$ cat config.mk
export PLATFORM = sky130hd
export DESIGN_NAME = effl_frame
export DESIGN_NICKNAME = d
export VERILOG_FILES = /design/src/pkg/effl_pkg.sv /design/src/logic/effl_crc.sv /design/src/logic/effl_frame.sv
export VERILOG_INCLUDE_DIRS = /design/src /design/src/pkg
export SDC_FILE = /design/constraint.sdc
export NUM_CORES = 1
export LEC_CHECK = 0
export BUFFER_PORTS_ARGS = -buffer_cell sky130_fd_sc_hd__buf_2
export CAP_MARGIN = 20
export CORE_MARGIN = 1
export CORE_UTILIZATION = 40
export CTS_BUF_LIST = sky130_fd_sc_hd__clkbuf_2
export DETAILED_ROUTE_END_ITERATION = 8
export PLACE_DENSITY = 0.65
export SYNTH_ARGS = -nofsm -noshare
export SYNTH_HDL_FRONTEND = slang
export SYNTH_HIERARCHICAL = 1
export SYNTH_SLANG_ARGS = --single-unit
$ cat constraint.sdc
create_clock -name clk -period 8.45 [get_ports clk]
set_clock_uncertainty 0.05 [all_clocks]
set_input_delay 1.2675 -clock clk [delete_from_list [all_inputs] [get_ports clk]]
set_output_delay 1.2675 -clock clk [all_outputs]
set_load 0.02 [all_outputs]
$ cat src/pkg/effl_cfg.svh
// constants for the ethernet frame format logic: field sizes, values, timing
// assumes the includer wants plain `define macros, no processes
`ifndef EFFL_CFG_SVH
`define EFFL_CFG_SVH
`define EFFL_PREAMBLE_BYTE 8'hAA
`define EFFL_PREAMBLE_LEN 7
`define EFFL_SFD_BYTE 8'hAB
`define EFFL_ADDR_LEN 6
`define EFFL_MAX_LEN 16'h05DC
`define EFFL_MIN_TYPE 16'h0600
`define EFFL_MIN_DATA 46
`define EFFL_FCS_LEN 4
`define EFFL_CRC_POLY 32'hEDB8_8320
`define EFFL_CRC_PRESET 32'hFFFF_FFFF
`define EFFL_CRC_RESIDUE 32'hDEBB_20E3
`define EFFL_IFG_BITS 96
`define EFFL_IFG_BYTES 12
`endif

$ cat src/pkg/effl_pkg.sv
// types shared by the ethernet frame format logic
// assumes the cfg header holds every number
package effl_pkg;
  typedef enum logic [2:0] {
    TX_IDLE = 3'b000,
    TX_PRE = 3'b001,
    TX_SFD = 3'b010,
    TX_BODY = 3'b011,
    TX_PAD = 3'b100,
    TX_FCS = 3'b101,
    TX_GAP = 3'b110
  } effl_tx_e;
  typedef enum logic [1:0] {
    RX_HUNT = 2'b00,
    RX_DATA = 2'b01,
    RX_DROP = 2'b10
  } effl_rx_e;
  typedef enum logic [1:0] {
    DA_INDIV = 2'b00,
    DA_MULTI = 2'b01,
    DA_BCAST = 2'b10
  } effl_da_e;
endpackage

$ cat src/logic/effl_crc.sv
// byte-wide ethernet crc-32 register, reflected form
// assumes clear and update never come in the same cycle
`include "effl_cfg.svh"
`timescale 1ns/100ps
module effl_crc (
  input wire logic clk,
  input wire logic resetn,
  input wire logic clear,
  input wire logic update,
  input wire logic [7:0] data,
  output logic [31:0] crc
);
  // one byte through the lfsr, lsb first as on the wire
  function automatic logic [31:0] crcByte(input logic [31:0] c,
                                          input logic [7:0] d);
    logic [31:0] r;
    r = c;
    for (int i = 0; i < 8; i++) begin
      if (r[0] ^ d[i]) begin
        r = (r >> 1) ^ `EFFL_CRC_POLY;
      end else begin
        r = r >> 1;
      end
    end
    return r;
  endfunction

  // all-ones preset so leading zeros are not invisible
  always_ff @(posedge clk) begin
    if (!resetn || clear) begin
      crc <= `EFFL_CRC_PRESET;
    end else if (update) begin
      crc <= crcByte(crc, data);
    end
  end
endmodule

$ cat src/logic/effl_frame.sv
// ethernet frame assembly and checking on a byte stream
// assumes the phy side is byte wide, one strobe per byte, on clk
`include "effl_cfg.svh"
`timescale 1ns/100ps
module effl_frame import effl_pkg::*; #(
  parameter int BYTE_CYCLES = 1
) (
  input wire logic clk,
  input wire logic resetn,
  input wire logic txValid,
  input wire logic [7:0] txData,
  input wire logic txLast,
  output logic txReady,
  output logic [7:0] lineTxData,
  output logic lineTxEn,
  input wire logic lineRxDv,
  input wire logic [7:0] lineRxData,
  output logic rxValid,
  output logic [7:0] rxData,
  output logic rxStart,
  output logic rxGood,
  output logic rxBad,
  output logic [1:0] rxAddrKind,
  output logic rxIsType,
  output logic [15:0] rxLenType
);
  // byte pacing: one line byte per BYTE_CYCLES clocks
  logic [15:0] paceCnt_reg;
  logic tick;
  always_ff @(posedge clk) begin
    if (!resetn || tick) begin
      paceCnt_reg <= '0;
    end else begin
      paceCnt_reg <= paceCnt_reg + 16'h0001;
    end
  end
  assign tick = (paceCnt_reg == 16'(BYTE_CYCLES - 1));

  // transmit side
  effl_tx_e txState_reg;
  logic [10:0] txCnt_reg;
  logic [1:0] fcsIdx_reg;
  logic [31:0] txCrc;
  logic txCrcClr;
  logic txCrcUpd;
  logic [7:0] txByte;
  logic inBody;
  logic dataDone;

  assign inBody = (txState_reg == TX_BODY);
  // user byte is taken only on a body tick, so the stall is honest
  assign txReady = inBody && tick;
  assign dataDone = (txCnt_reg >= 11'(2 * `EFFL_ADDR_LEN + 2
                                     + `EFFL_MIN_DATA - 1));

  // state and byte counter
  always_ff @(posedge clk) begin
    if (!resetn) begin
      txState_reg <= TX_IDLE;
      txCnt_reg <= '0;
      fcsIdx_reg <= '0;
    end else if (tick) begin
      unique case (txState_reg)
        TX_IDLE: begin
          txCnt_reg <= '0;
          if (txValid) begin
            txState_reg <= TX_PRE;
          end
        end
        TX_PRE: begin
          txCnt_reg <= txCnt_reg + 11'd1;
          if (txCnt_reg == 11'(`EFFL_PREAMBLE_LEN - 1)) begin
            txState_reg <= TX_SFD;
          end
        end
        TX_SFD: begin
          txCnt_reg <= '0;
          txState_reg <= TX_BODY;
        end
        TX_BODY: begin
          // a user stall mid frame would underrun; pad zeros then
          txCnt_reg <= txCnt_reg + 11'd1;
          if (txValid && txLast || !txValid) begin
            fcsIdx_reg <= '0;
            txState_reg <= dataDone ? TX_FCS : TX_PAD;
          end
        end
        TX_PAD: begin
          txCnt_reg <= txCnt_reg + 11'd1;
          if (dataDone) begin
            txState_reg <= TX_FCS;
          end
        end
        TX_FCS: begin
          fcsIdx_reg <= fcsIdx_reg + 2'd1;
          txCnt_reg <= '0;
          if (fcsIdx_reg == 2'(`EFFL_FCS_LEN - 1)) begin
            txState_reg <= TX_GAP;
          end
        end
        TX_GAP: begin
          txCnt_reg <= txCnt_reg + 11'd1;
          if (txCnt_reg == 11'(`EFFL_IFG_BYTES - 1)) begin
            txState_reg <= TX_IDLE;
          end
        end
        default: begin
          txState_reg <= TX_IDLE;
        end
      endcase
    end
  end

  // byte chosen for the wire this tick
  always_comb begin
    unique case (txState_reg)
      TX_PRE: txByte = `EFFL_PREAMBLE_BYTE;
      TX_SFD: txByte = `EFFL_SFD_BYTE;
      TX_BODY: txByte = txValid ? txData : 8'h00;
      TX_PAD: txByte = 8'h00;
      TX_FCS: txByte = ~txCrc[8 * fcsIdx_reg +: 8];
      default: txByte = 8'h00;
    endcase
  end

  // crc covers only address through pad
  assign txCrcClr = tick && (txState_reg == TX_SFD);
  assign txCrcUpd = tick && (inBody || txState_reg == TX_PAD);

  effl_crc txCrcUnit (
    .clk(clk),
    .resetn(resetn),
    .clear(txCrcClr),
    .update(txCrcUpd),
    .data(txByte),
    .crc(txCrc)
  );

  // line outputs held in flops; idle and gap drive nothing
  always_ff @(posedge clk) begin
    if (!resetn) begin
      lineTxData <= 8'h00;
      lineTxEn <= 1'b0;
    end else if (tick) begin
      lineTxEn <= (txState_reg != TX_IDLE) && (txState_reg != TX_GAP);
      lineTxData <= txByte;
    end
  end

  // receive side: pin inputs pass two flops first
  logic dvMeta_reg;
  logic dvSync_reg;
  logic [7:0] rdMeta_reg;
  logic [7:0] rdSync_reg;
  always_ff @(posedge clk) begin
    if (!resetn) begin
      dvMeta_reg <= 1'b0;
      dvSync_reg <= 1'b0;
      rdMeta_reg <= 8'h00;
      rdSync_reg <= 8'h00;
    end else begin
      dvMeta_reg <= lineRxDv;
      dvSync_reg <= dvMeta_reg;
      rdMeta_reg <= lineRxData;
      rdSync_reg <= rdMeta_reg;
    end
  end

  // one strobe per byte while valid is high, paced like transmit
  logic rxTick;
  logic dvPrev_reg;
  logic frameEnd;
  assign rxTick = dvSync_reg && tick;
  always_ff @(posedge clk) begin
    if (!resetn) begin
      dvPrev_reg <= 1'b0;
    end else begin
      dvPrev_reg <= dvSync_reg;
    end
  end
  assign frameEnd = dvPrev_reg && !dvSync_reg;

  effl_rx_e rxState_reg;
  logic [10:0] rxCnt_reg;
  logic [31:0] rxCrc;
  logic rxCrcClr;
  logic rxCrcUpd;

  // hunt accepts any number of preamble bytes, even none
  always_ff @(posedge clk) begin
    if (!resetn) begin
      rxState_reg <= RX_HUNT;
      rxCnt_reg <= '0;
    end else if (frameEnd) begin
      rxState_reg <= RX_HUNT;
      rxCnt_reg <= '0;
    end else if (rxTick) begin
      unique case (rxState_reg)
        RX_HUNT: begin
          rxCnt_reg <= '0;
          if (rdSync_reg == `EFFL_SFD_BYTE) begin
            rxState_reg <= RX_DATA;
          end else if (rdSync_reg != `EFFL_PREAMBLE_BYTE) begin
            rxState_reg <= RX_DROP; // noise, wait for frame end
          end
        end
        RX_DATA: begin
          if (rxCnt_reg != 11'h7FF) begin
            rxCnt_reg <= rxCnt_reg + 11'd1;
          end
        end
        RX_DROP: begin
          rxState_reg <= RX_DROP;
        end
        default: begin
          rxState_reg <= RX_HUNT;
        end
      endcase
    end
  end

  assign rxCrcClr = rxTick && (rxState_reg == RX_HUNT);
  assign rxCrcUpd = rxTick && (rxState_reg == RX_DATA);

  effl_crc rxCrcUnit (
    .clk(clk),
    .resetn(resetn),
    .clear(rxCrcClr),
    .update(rxCrcUpd),
    .data(rdSync_reg),
    .crc(rxCrc)
  );

  // address kind, length/type, data stream out
  always_ff @(posedge clk) begin
    if (!resetn) begin
      rxValid <= 1'b0;
      rxData <= 8'h00;
      rxStart <= 1'b0;
      rxAddrKind <= DA_INDIV;
      rxLenType <= 16'h0000;
      rxIsType <= 1'b0;
    end else begin
      rxValid <= rxCrcUpd;
      rxData <= rdSync_reg;
      rxStart <= rxTick && (rxState_reg == RX_HUNT)
                 && (rdSync_reg == `EFFL_SFD_BYTE);
      if (rxCrcUpd && rxCnt_reg == 11'd0) begin
        // group bit is the first bit on the wire
        rxAddrKind <= rdSync_reg[0] ? DA_MULTI : DA_INDIV;
      end else if (rxCrcUpd && rxCnt_reg < 11'(`EFFL_ADDR_LEN)
                   && rdSync_reg != 8'hFF) begin
        if (rxAddrKind == DA_BCAST) begin
          rxAddrKind <= DA_MULTI;
        end
      end
      if (rxCrcUpd && rxCnt_reg == 11'd0 && rdSync_reg == 8'hFF) begin
        rxAddrKind <= DA_BCAST;
      end
      if (rxCrcUpd && rxCnt_reg == 11'(2 * `EFFL_ADDR_LEN)) begin
        rxLenType[15:8] <= rdSync_reg;
      end
      if (rxCrcUpd && rxCnt_reg == 11'(2 * `EFFL_ADDR_LEN + 1)) begin
        rxLenType[7:0] <= rdSync_reg;
        // values 1501..1535 are neither and read as length
        rxIsType <= {rxLenType[15:8], rdSync_reg} >= `EFFL_MIN_TYPE;
      end
    end
  end

  // verdict at frame end: residue check covers the received fcs too
  always_ff @(posedge clk) begin
    if (!resetn) begin
      rxGood <= 1'b0;
      rxBad <= 1'b0;
    end else begin
      rxGood <= frameEnd && (rxState_reg == RX_DATA)
                && (rxCrc == `EFFL_CRC_RESIDUE);
      rxBad <= frameEnd && (rxState_reg == RX_DATA)
               && (rxCrc != `EFFL_CRC_RESIDUE);
    end
  end
endmodule

==> results.sh, run 1 <==
export IMPL_clkTransAtPathRegs_ns=0.27
export IMPL_syn_num_nets=965
export IMPL_fin_setup_tns_ns=0
export IMPL_p_sw_mw=0.922
export IMPL_core_sq_um=21200
export IMPL_clk_latency_ns=0.76
export IMPL_seq_power_share_pct=38.5
export IMPL_max_stage_delay_ns=1.02
export IMPL_syn_inst=936
export IMPL_ant_nets=0
export IMPL_tightest_slew_ns=0.991
export IMPL_whs_path_depth=1
export IMPL_cts_root_buf="clkbuf_2"
export IMPL_synth_area_leaders="dfxtp_1 39%, xnor2_1 8.9%, xor2_1 4.3%"
export IMPL_end_kind="output port"
export IMPL_clock_sinks=168
export IMPL_r2r_cells=8
export IMPL_ys_ff_latch=168
export IMPL_maxSlewHeadroom_pct=33.7
export IMPL_combinationalPowerShare_pct=43.9
export IMPL_final_nets=1005
export IMPL_yosysTopAreaCell="dfxtp_1"
export IMPL_fin_crit_sh_pct=44.1
export IMPL_hold_violations=0
export IMPL_period_needed_ns=3.72
export IMPL_p_int_mw=1.48
export IMPL_reg2reg_to="txCrcUnit/crc[25]"
export IMPL_cts_path_max_buffers=2
export IMPL_synthDistinctLibCells=69
export IMPL_synth_most_common_cell="dfxtp_1"
export IMPL_die_width_um=149
export IMPL_min_from="rdMeta_reg[5]"
export IMPL_antenna_found_initial=1
export IMPL_cts_resized=0
export IMPL_yosys_top_cells_count="168 x dfxtp_1, 100 x nor2_1, 88 x xnor2_1, 81 x nand2_1, 55 x o21ai_0"
export IMPL_num_rows=53
export IMPL_drive_above_1_share_pct=15.1
export IMPL_fmaxAchievable_ghz=0.269
export IMPL_cts_inserted_buffers=17
export IMPL_routed_wl_um=19400
export IMPL_min_path_type="flip-flop to flip-flop"
export IMPL_num_vias=6488
export IMPL_fillers=2044
export IMPL_synth_avg_cell_area_sq_um=9.28
export IMPL_gp_congestion=0.813
export IMPL_dieArea_sq_um=22300
export IMPL_drt_pass1_iterations=4
export IMPL_initial_utilization_pct=41.1
export IMPL_grt_ovfl_total=0
export IMPL_reg_top3="rxCrcUnit/crc (32), txCrcUnit/crc (32)"
export IMPL_crit_chain="nor2b_1 > nand2_1 > nor2_1 > buf_2"
export IMPL_reg2reg_slack_ns=4.96
export IMPL_maxSlewViolCount=0
export IMPL_syn_to_final_growth_pct=8.65
export IMPL_cts_htree_levels=4
export IMPL_synth_seq_area_share_pct=38.7
export IMPL_rsz0062_at_grt="false"
export IMPL_synthArstFlopShare_pct=0
export IMPL_cts_hold_fix_buffers=0
export IMPL_syn_cell_area_sq_um=8690
export IMPL_holdPathEnd="rdSync_reg[5]"
export IMPL_cts_tree="done"
export IMPL_outcome="complete, no violations"
export IMPL_wl_per_cell_um=15.4
export IMPL_drv_cap=0
export IMPL_cp_max_fo=30
export IMPL_power_density_nw_per_um2=254
export IMPL_synth_edff_count=0
export IMPL_slowest_stage="dfxtp_1"
export IMPL_finalWorstSetupSlack_ns=4.73
export IMPL_drt_iter0_drc=357
export IMPL_cellLeakagePower_nw=3.67
export IMPL_clkPwrFrac_pct=17.5
export IMPL_yosys_warnings=6
export IMPL_port_buffers=61
export IMPL_die_h_um=149
export IMPL_setup_viol=0
export IMPL_io_pins=62
export IMPL_ir_drop_uv=281
export IMPL_reg2reg_from="txState_reg[2]"
export IMPL_grtUsageTotal_pct=18.5
export IMPL_switching_share_pct=38.4
export IMPL_grt_first_pass_wirelength_um=32200
export IMPL_grt_pass1_vias=6189
export IMPL_hpwl_um=13600
export IMPL_cts_setup_buffers=0
export IMPL_utilization_pct=44.6
export IMPL_worstSetupPathType="flip-flop to output port"
export IMPL_pre_cts_ws_ns=4.85
export IMPL_grt_max_degree=72
export IMPL_crit_arrival_ns=2.41
export IMPL_required_ns=7.13
export IMPL_drc=0
export IMPL_synthFlopType="dfxtp_1"
export IMPL_synth_top_area_share_pct=38.7
export IMPL_via_per_inst=5.13
export IMPL_start_kind="flip-flop"
[through the flow]
stage	cell area, sq um	hold slack (ns)	std cells	power (mW)
2_1_floorplan	8690	0.362	936	1.81
3_3_place_gp	9200	0.367	1231	1.99
3_5_place_dp	9200	0.367	1231	1.99
4_1_cts	9420	0.399	1263	2.42
5_1_grt	9440	0.417	1265	2.56
6_report	9440	0.394	1265	2.40
[per-layer routing]
metal / part of all wire [%] / vias to the layer above / wire, um / global-route usage, %
met5: 0 / - / 0 / 0
met4: 0.75 / 0 / 146 / 4.59
met3: 2.5 / 10 / 495 / 3.64
met2: 48 / 85 / 9330 / 30.9
met1: 49 / 3094 / 9450 / 24.4
li1: - / 3299 / - / -
[cells in the final DEF (no fill, tap or decap), drive strengths merged, types with 4 or more instances in the layout]
cell type / n
nor4b: 6
buf: 68
nand3: 22
clkinv: 9
a21oi: 17
nor2: 101
o211ai: 23
xnor3: 6
and2: 31
or3: 8
nor4: 22
clkbuf: 17
xor2: 47
nand2b: 5
nand2: 81
xnor2: 106
o21ai: 57
mux2i: 17
dfxtp: 168
mux4: 8
nor3: 12
nor2b: 24
a21boi: 10
nand4: 15
inv: 27
or2: 5
ha: 8
and3: 7
nand4b: 4
and4: 7
a211o: 7
[layout make-up]
type                       instances  area, sq um  area share [%]
sequential                       168         3360            35.6
clock inverter                    15          143            1.51
clock buffer                      17         85.1           0.901
multi-input combinational        698         5050            53.5
antenna                            1         2.50          0.0265
tap                              275          344            3.64
timing repair buffer              68          365            3.87
inverter                          23         86.3           0.914
[power by group through the flow]
stage / logic [mW] / registers, mW / clock network (mW)
3_3_place_gp: 1.05 / 0.938 / 0
6_report: 1.05 / 0.924 / 0.420
4_1_cts: 1.06 / 0.923 / 0.438
3_5_place_dp: 1.05 / 0.937 / 0
2_1_floorplan: 0.892 / 0.916 / 0
5_1_grt: 1.15 / 0.935 / 0.472
[critical path: cells and delay by family, from the launching register on]
family                 cells  cell delay (ns)
and+or+nand+nor            3             0.50
buffers and inverters      1             0.17
DFF                        1             1.02
[kinds of logic (layout without fill, tap and decap cells)]
logic type	count (synthesis)	after routing	share of synthesized area (%)
AND/OR/NAND/NOR	362	362	21.7
flip-flops	168	168	38.7
AO/OA/AOI/OAI	140	140	10.4
multiplexers	27	27	4.29
other	0	1	0
buffers and inverters	70	123	3.15
adder cells (fa/ha/maj)	8	8	1.15
XOR/XNOR	161	161	20.6
[how the worst max path moves through the flow]
stage | endpoint | cells after the start | startpoint | slack, ns
floorplan | txCrcUnit/crc[25] | 8 | txValid | 5.03
global placement | txCrcUnit/crc[25] | 8 | txValid | 4.89
detailed placement | txCrcUnit/crc[25] | 8 | txValid | 4.85
CTS | txReady | 7 | paceCnt_reg[0] | 4.70
global route | txReady | 4 | txState_reg[2] | 4.52
finish | txReady | 4 | txState_reg[2] | 4.73
No activity file was read; power rests on OpenSTA's default activity.
==> inputs of run 2 (changes only) <==
--- a/config.mk
+++ b/config.mk
@@ -6,13 +6,14 @@
 export SDC_FILE = /design/constraint.sdc
 export NUM_CORES = 1
 export LEC_CHECK = 0
+export ABC_AREA = 1
 export BUFFER_PORTS_ARGS = -buffer_cell sky130_fd_sc_hd__buf_2
 export CAP_MARGIN = 20
 export CORE_MARGIN = 1
 export CORE_UTILIZATION = 40
 export CTS_BUF_LIST = sky130_fd_sc_hd__clkbuf_2
 export DETAILED_ROUTE_END_ITERATION = 8
-export PLACE_DENSITY = 0.65
+export PLACE_DENSITY = 0.66
 export SYNTH_ARGS = -nofsm -noshare
 export SYNTH_HDL_FRONTEND = slang
 export SYNTH_HIERARCHICAL = 1
==> constraint.sdc (replaced) <==
create_clock -name clk -period 3.04 [get_ports clk]
set_clock_uncertainty 0.05 [all_clocks]
set_input_delay 0.456 -clock clk [delete_from_list [all_inputs] [get_ports clk]]
set_output_delay 0.456 -clock clk [all_outputs]
set_load 0.02 [all_outputs]
==> run 2 against run 1 <==
  * Sequential power increased to 3.0 times the previous value
  * Register-to-register slack got worse by 4.6 ns
  * Sequential share of layout area shrank 5.7 points
  * Highest routed layer unchanged
==> results.sh, run 2 <==
export IMPL_routed_wl_um=28200
export IMPL_yosysTopAreaCell="dfxtp_1"
export IMPL_die_width_um=162
export IMPL_initial_utilization_pct=40.8
export IMPL_dpl_cell_count=1971
export IMPL_synth_edff_count=0
export IMPL_ir_drop_uv=378
export IMPL_period_needed_ns=2.75
export IMPL_yosys_warnings=6
export IMPL_instances_no_fill=2016
export IMPL_grt_max_degree=37
export IMPL_placed_area_sq_um=10900
export IMPL_die_h_um=162
export IMPL_drt_pass1_iterations=5
export IMPL_drv_cap=0
export IMPL_min_path_type="primary input to flip-flop"
export IMPL_maxSlewHeadroom_pct=48.0
export IMPL_core_sq_um=25200
export IMPL_slowest_stage="dfxtp_1"
export IMPL_clock_sinks=168
export IMPL_synthArstFlopShare_pct=0
export IMPL_final_common_cell="nand2_1"
export IMPL_grt_ovfl_total=0
export IMPL_reg2reg_from="txState_reg[0]"
export IMPL_hpwl_um=21000
export IMPL_worstSetupPathType="flip-flop to output port"
export IMPL_num_rows=58
export IMPL_reg2reg_slack_ns=0.40
export IMPL_fmaxAchievable_ghz=0.363
export IMPL_crit_chain="inv_1 > ha_1 > nand3_2 > nor2_4 > nand2_2 > nor2_2 > buf_2"
export IMPL_syn_inst=1614
export IMPL_crit_end="txReady"
export IMPL_setup_viol=0
export IMPL_cts_root_buf="clkbuf_2"
export IMPL_synth_most_common_cell="nand2_1"
export IMPL_synth_avg_cell_area_sq_um=6.36
export IMPL_max_stage_delay_ns=0.40
export IMPL_wl_per_cell_um=14.0
export IMPL_dieArea_sq_um=26300
export IMPL_maxSlewViolCount=0
export IMPL_io_pins=62
export IMPL_tightest_slew_ns=0.779
export IMPL_end_kind="output port"
export IMPL_gp_congestion=0.939
export IMPL_clk_latency_ns=0.78
export IMPL_outcome="complete, no violations"
export IMPL_port_buffers=61
export IMPL_cts_inserted_buffers=17
export IMPL_cts_setup_buffers=0
export IMPL_start_kind="flip-flop"
export IMPL_power_density_nw_per_um2=730
export IMPL_synth_area_leaders="dfxtp_1 33%, nand2_1 19%, inv_1 6.5%"
export IMPL_num_vias=10200
export IMPL_drt_iter0_drc=815
export IMPL_cellLeakagePower_nw=5.42
export IMPL_cts_tree="done"
export IMPL_via_per_inst=5.05
export IMPL_design_area_sq_um=11200
export IMPL_antenna_found_initial=1
export IMPL_required_ns=2.53
export IMPL_synthDistinctLibCells=45
export IMPL_reg2reg_to="txCrcUnit/crc[8]"
export IMPL_ant_nets=0
export IMPL_rsz0062_at_grt="false"
export IMPL_clkTransAtPathRegs_ns=0.27
export IMPL_fin_setup_tns_ns=0
export IMPL_syn_num_nets=1643
export IMPL_yosys_top_cells_count="507 x nand2_1, 177 x inv_1, 168 x dfxtp_1, 130 x nand3_1, 129 x nor2_1"
export IMPL_drc=0
export IMPL_synth_seq_area_share_pct=32.7
export IMPL_worstSetupStartpoint="paceCnt_reg[0]"
export IMPL_ys_ff_latch=168
export IMPL_layout_common_cells="506 x nand2_1, 177 x inv_1, 168 x dfxtp_1, 130 x nand3_1, 128 x nor2_1"
export IMPL_drive_above_1_share_pct=14.5
export IMPL_grt_pass1_vias=9218
export IMPL_syn_cell_area_sq_um=10300
export IMPL_fin_crit_sh_pct=90.5
export IMPL_hold_violations=0
export IMPL_utilization_pct=44.6
export IMPL_grtUsageTotal_pct=22.2
export IMPL_r2r_cells=17
export IMPL_reg_top3="rxCrcUnit/crc (32), txCrcUnit/crc (32)"
export IMPL_crit_arrival_ns=2.25
export IMPL_synthFlopType="dfxtp_1"
export IMPL_synth_top_area_share_pct=32.7
export IMPL_cts_htree_levels=4
export IMPL_final_nets=1701
export IMPL_grt_first_pass_wirelength_um=46400
export IMPL_cts_path_max_buffers=2
export IMPL_cp_max_fo=6
export IMPL_syn_to_final_growth_pct=9.37
==> run 2: cell count changes after synthesis, sizes merged, moves of 19 or more <==
cell and delta:
nand4 +24, and2 -30, nor4 -20, xnor2 -94
nand2 +492, inv +182, nand3 +110, o21ai -19
nor2 +64, nor2b -24, a21oi +104, clkbuf -19
==> run 2: layout make-up <==
class                           count  area [sq um]
Inverter                          204           776
Multi-Input combinational cell   1197          5920
Antenna cell                        1          2.50
Tap cell                          330           413
Sequential cell                   168          3360
Fill cell                        2656         13900
Timing Repair Buffer               84           508
Clock buffer                       18          90.1
Clock inverter                     14           164
==> run 2: critical path: cells and delay by family (launching register included) <==
family | cells | cell delay (ns)
flops | 1 | 0.40
buf+inv | 2 | 0.26
fa+ha+maj | 1 | 0.20
simple gates | 4 | 0.61
==> run 2: how the worst min path moves through the flow <==
stage,from,end,slack [ns],cells past startpoint
after floorplan,dvMeta_reg,dvSync_reg,0.34,2
after global placement,rdMeta_reg[7],rdSync_reg[7],0.34,2
after detailed placement,rdMeta_reg[1],rdSync_reg[1],0.35,2
after CTS,txData[5],lineTxData[5],0.02,4
after global routing,txData[3],lineTxData[3],0.01,4
final,txData[5],lineTxData[5],0.07,4
==> run 2: cells by family (layout without fill, tap and decap cells) <==
kind of cell,after synthesis,in the layout,share of synthesized area (%)
adder cells (fa/ha/maj),8,8,0.974
flip-flops,168,168,32.7
XOR/XNOR,54,54,4.60
other,0,1,0
buffers and inverters,249,320,9.70
AND/OR/NAND/NOR,942,942,41.6
AO/OA/AOI/OAI,193,193,10.4
==> run 2: what timing repair did <==
action	CTS	global route
hold buffers	12	0
setup endpoints to repair	0	3
gates resized for setup	0	2
hold endpoints to repair	17	0
==> run 2: metrics by stage <==
stage | power [mW] | worst slack, ns | hold WS [ns]
4_1_cts | 8.16 | 0.125 | 0.0236
3_5_place_dp | 6.85 | 0.420 | 0.349
3_3_place_gp | 6.80 | 0.480 | 0.342
2_1_floorplan | 5.91 | 0.946 | 0.340
6_report | 8.20 | 0.288 | 0.0731
5_1_grt | 8.86 | 0.0756 | 0.0126
==> run 2: layer usage <==
metal	GRT usage (%)	up-vias	part of all wire, %
li1	-	5236	-
met1	31.0	4639	49
met2	33.9	277	43
met3	5.06	32	6.7
met4	6.26	0	1.6
met5	0	-	0
==> run 2: power breakdown <==
part,internal [mW],switching [mW],leakage [nW]
logic,1.33,2.79,3.91
clock network,0.404,0.885,0.145
registers,2.46,0.325,1.37
total,4.20,4.00,5.42
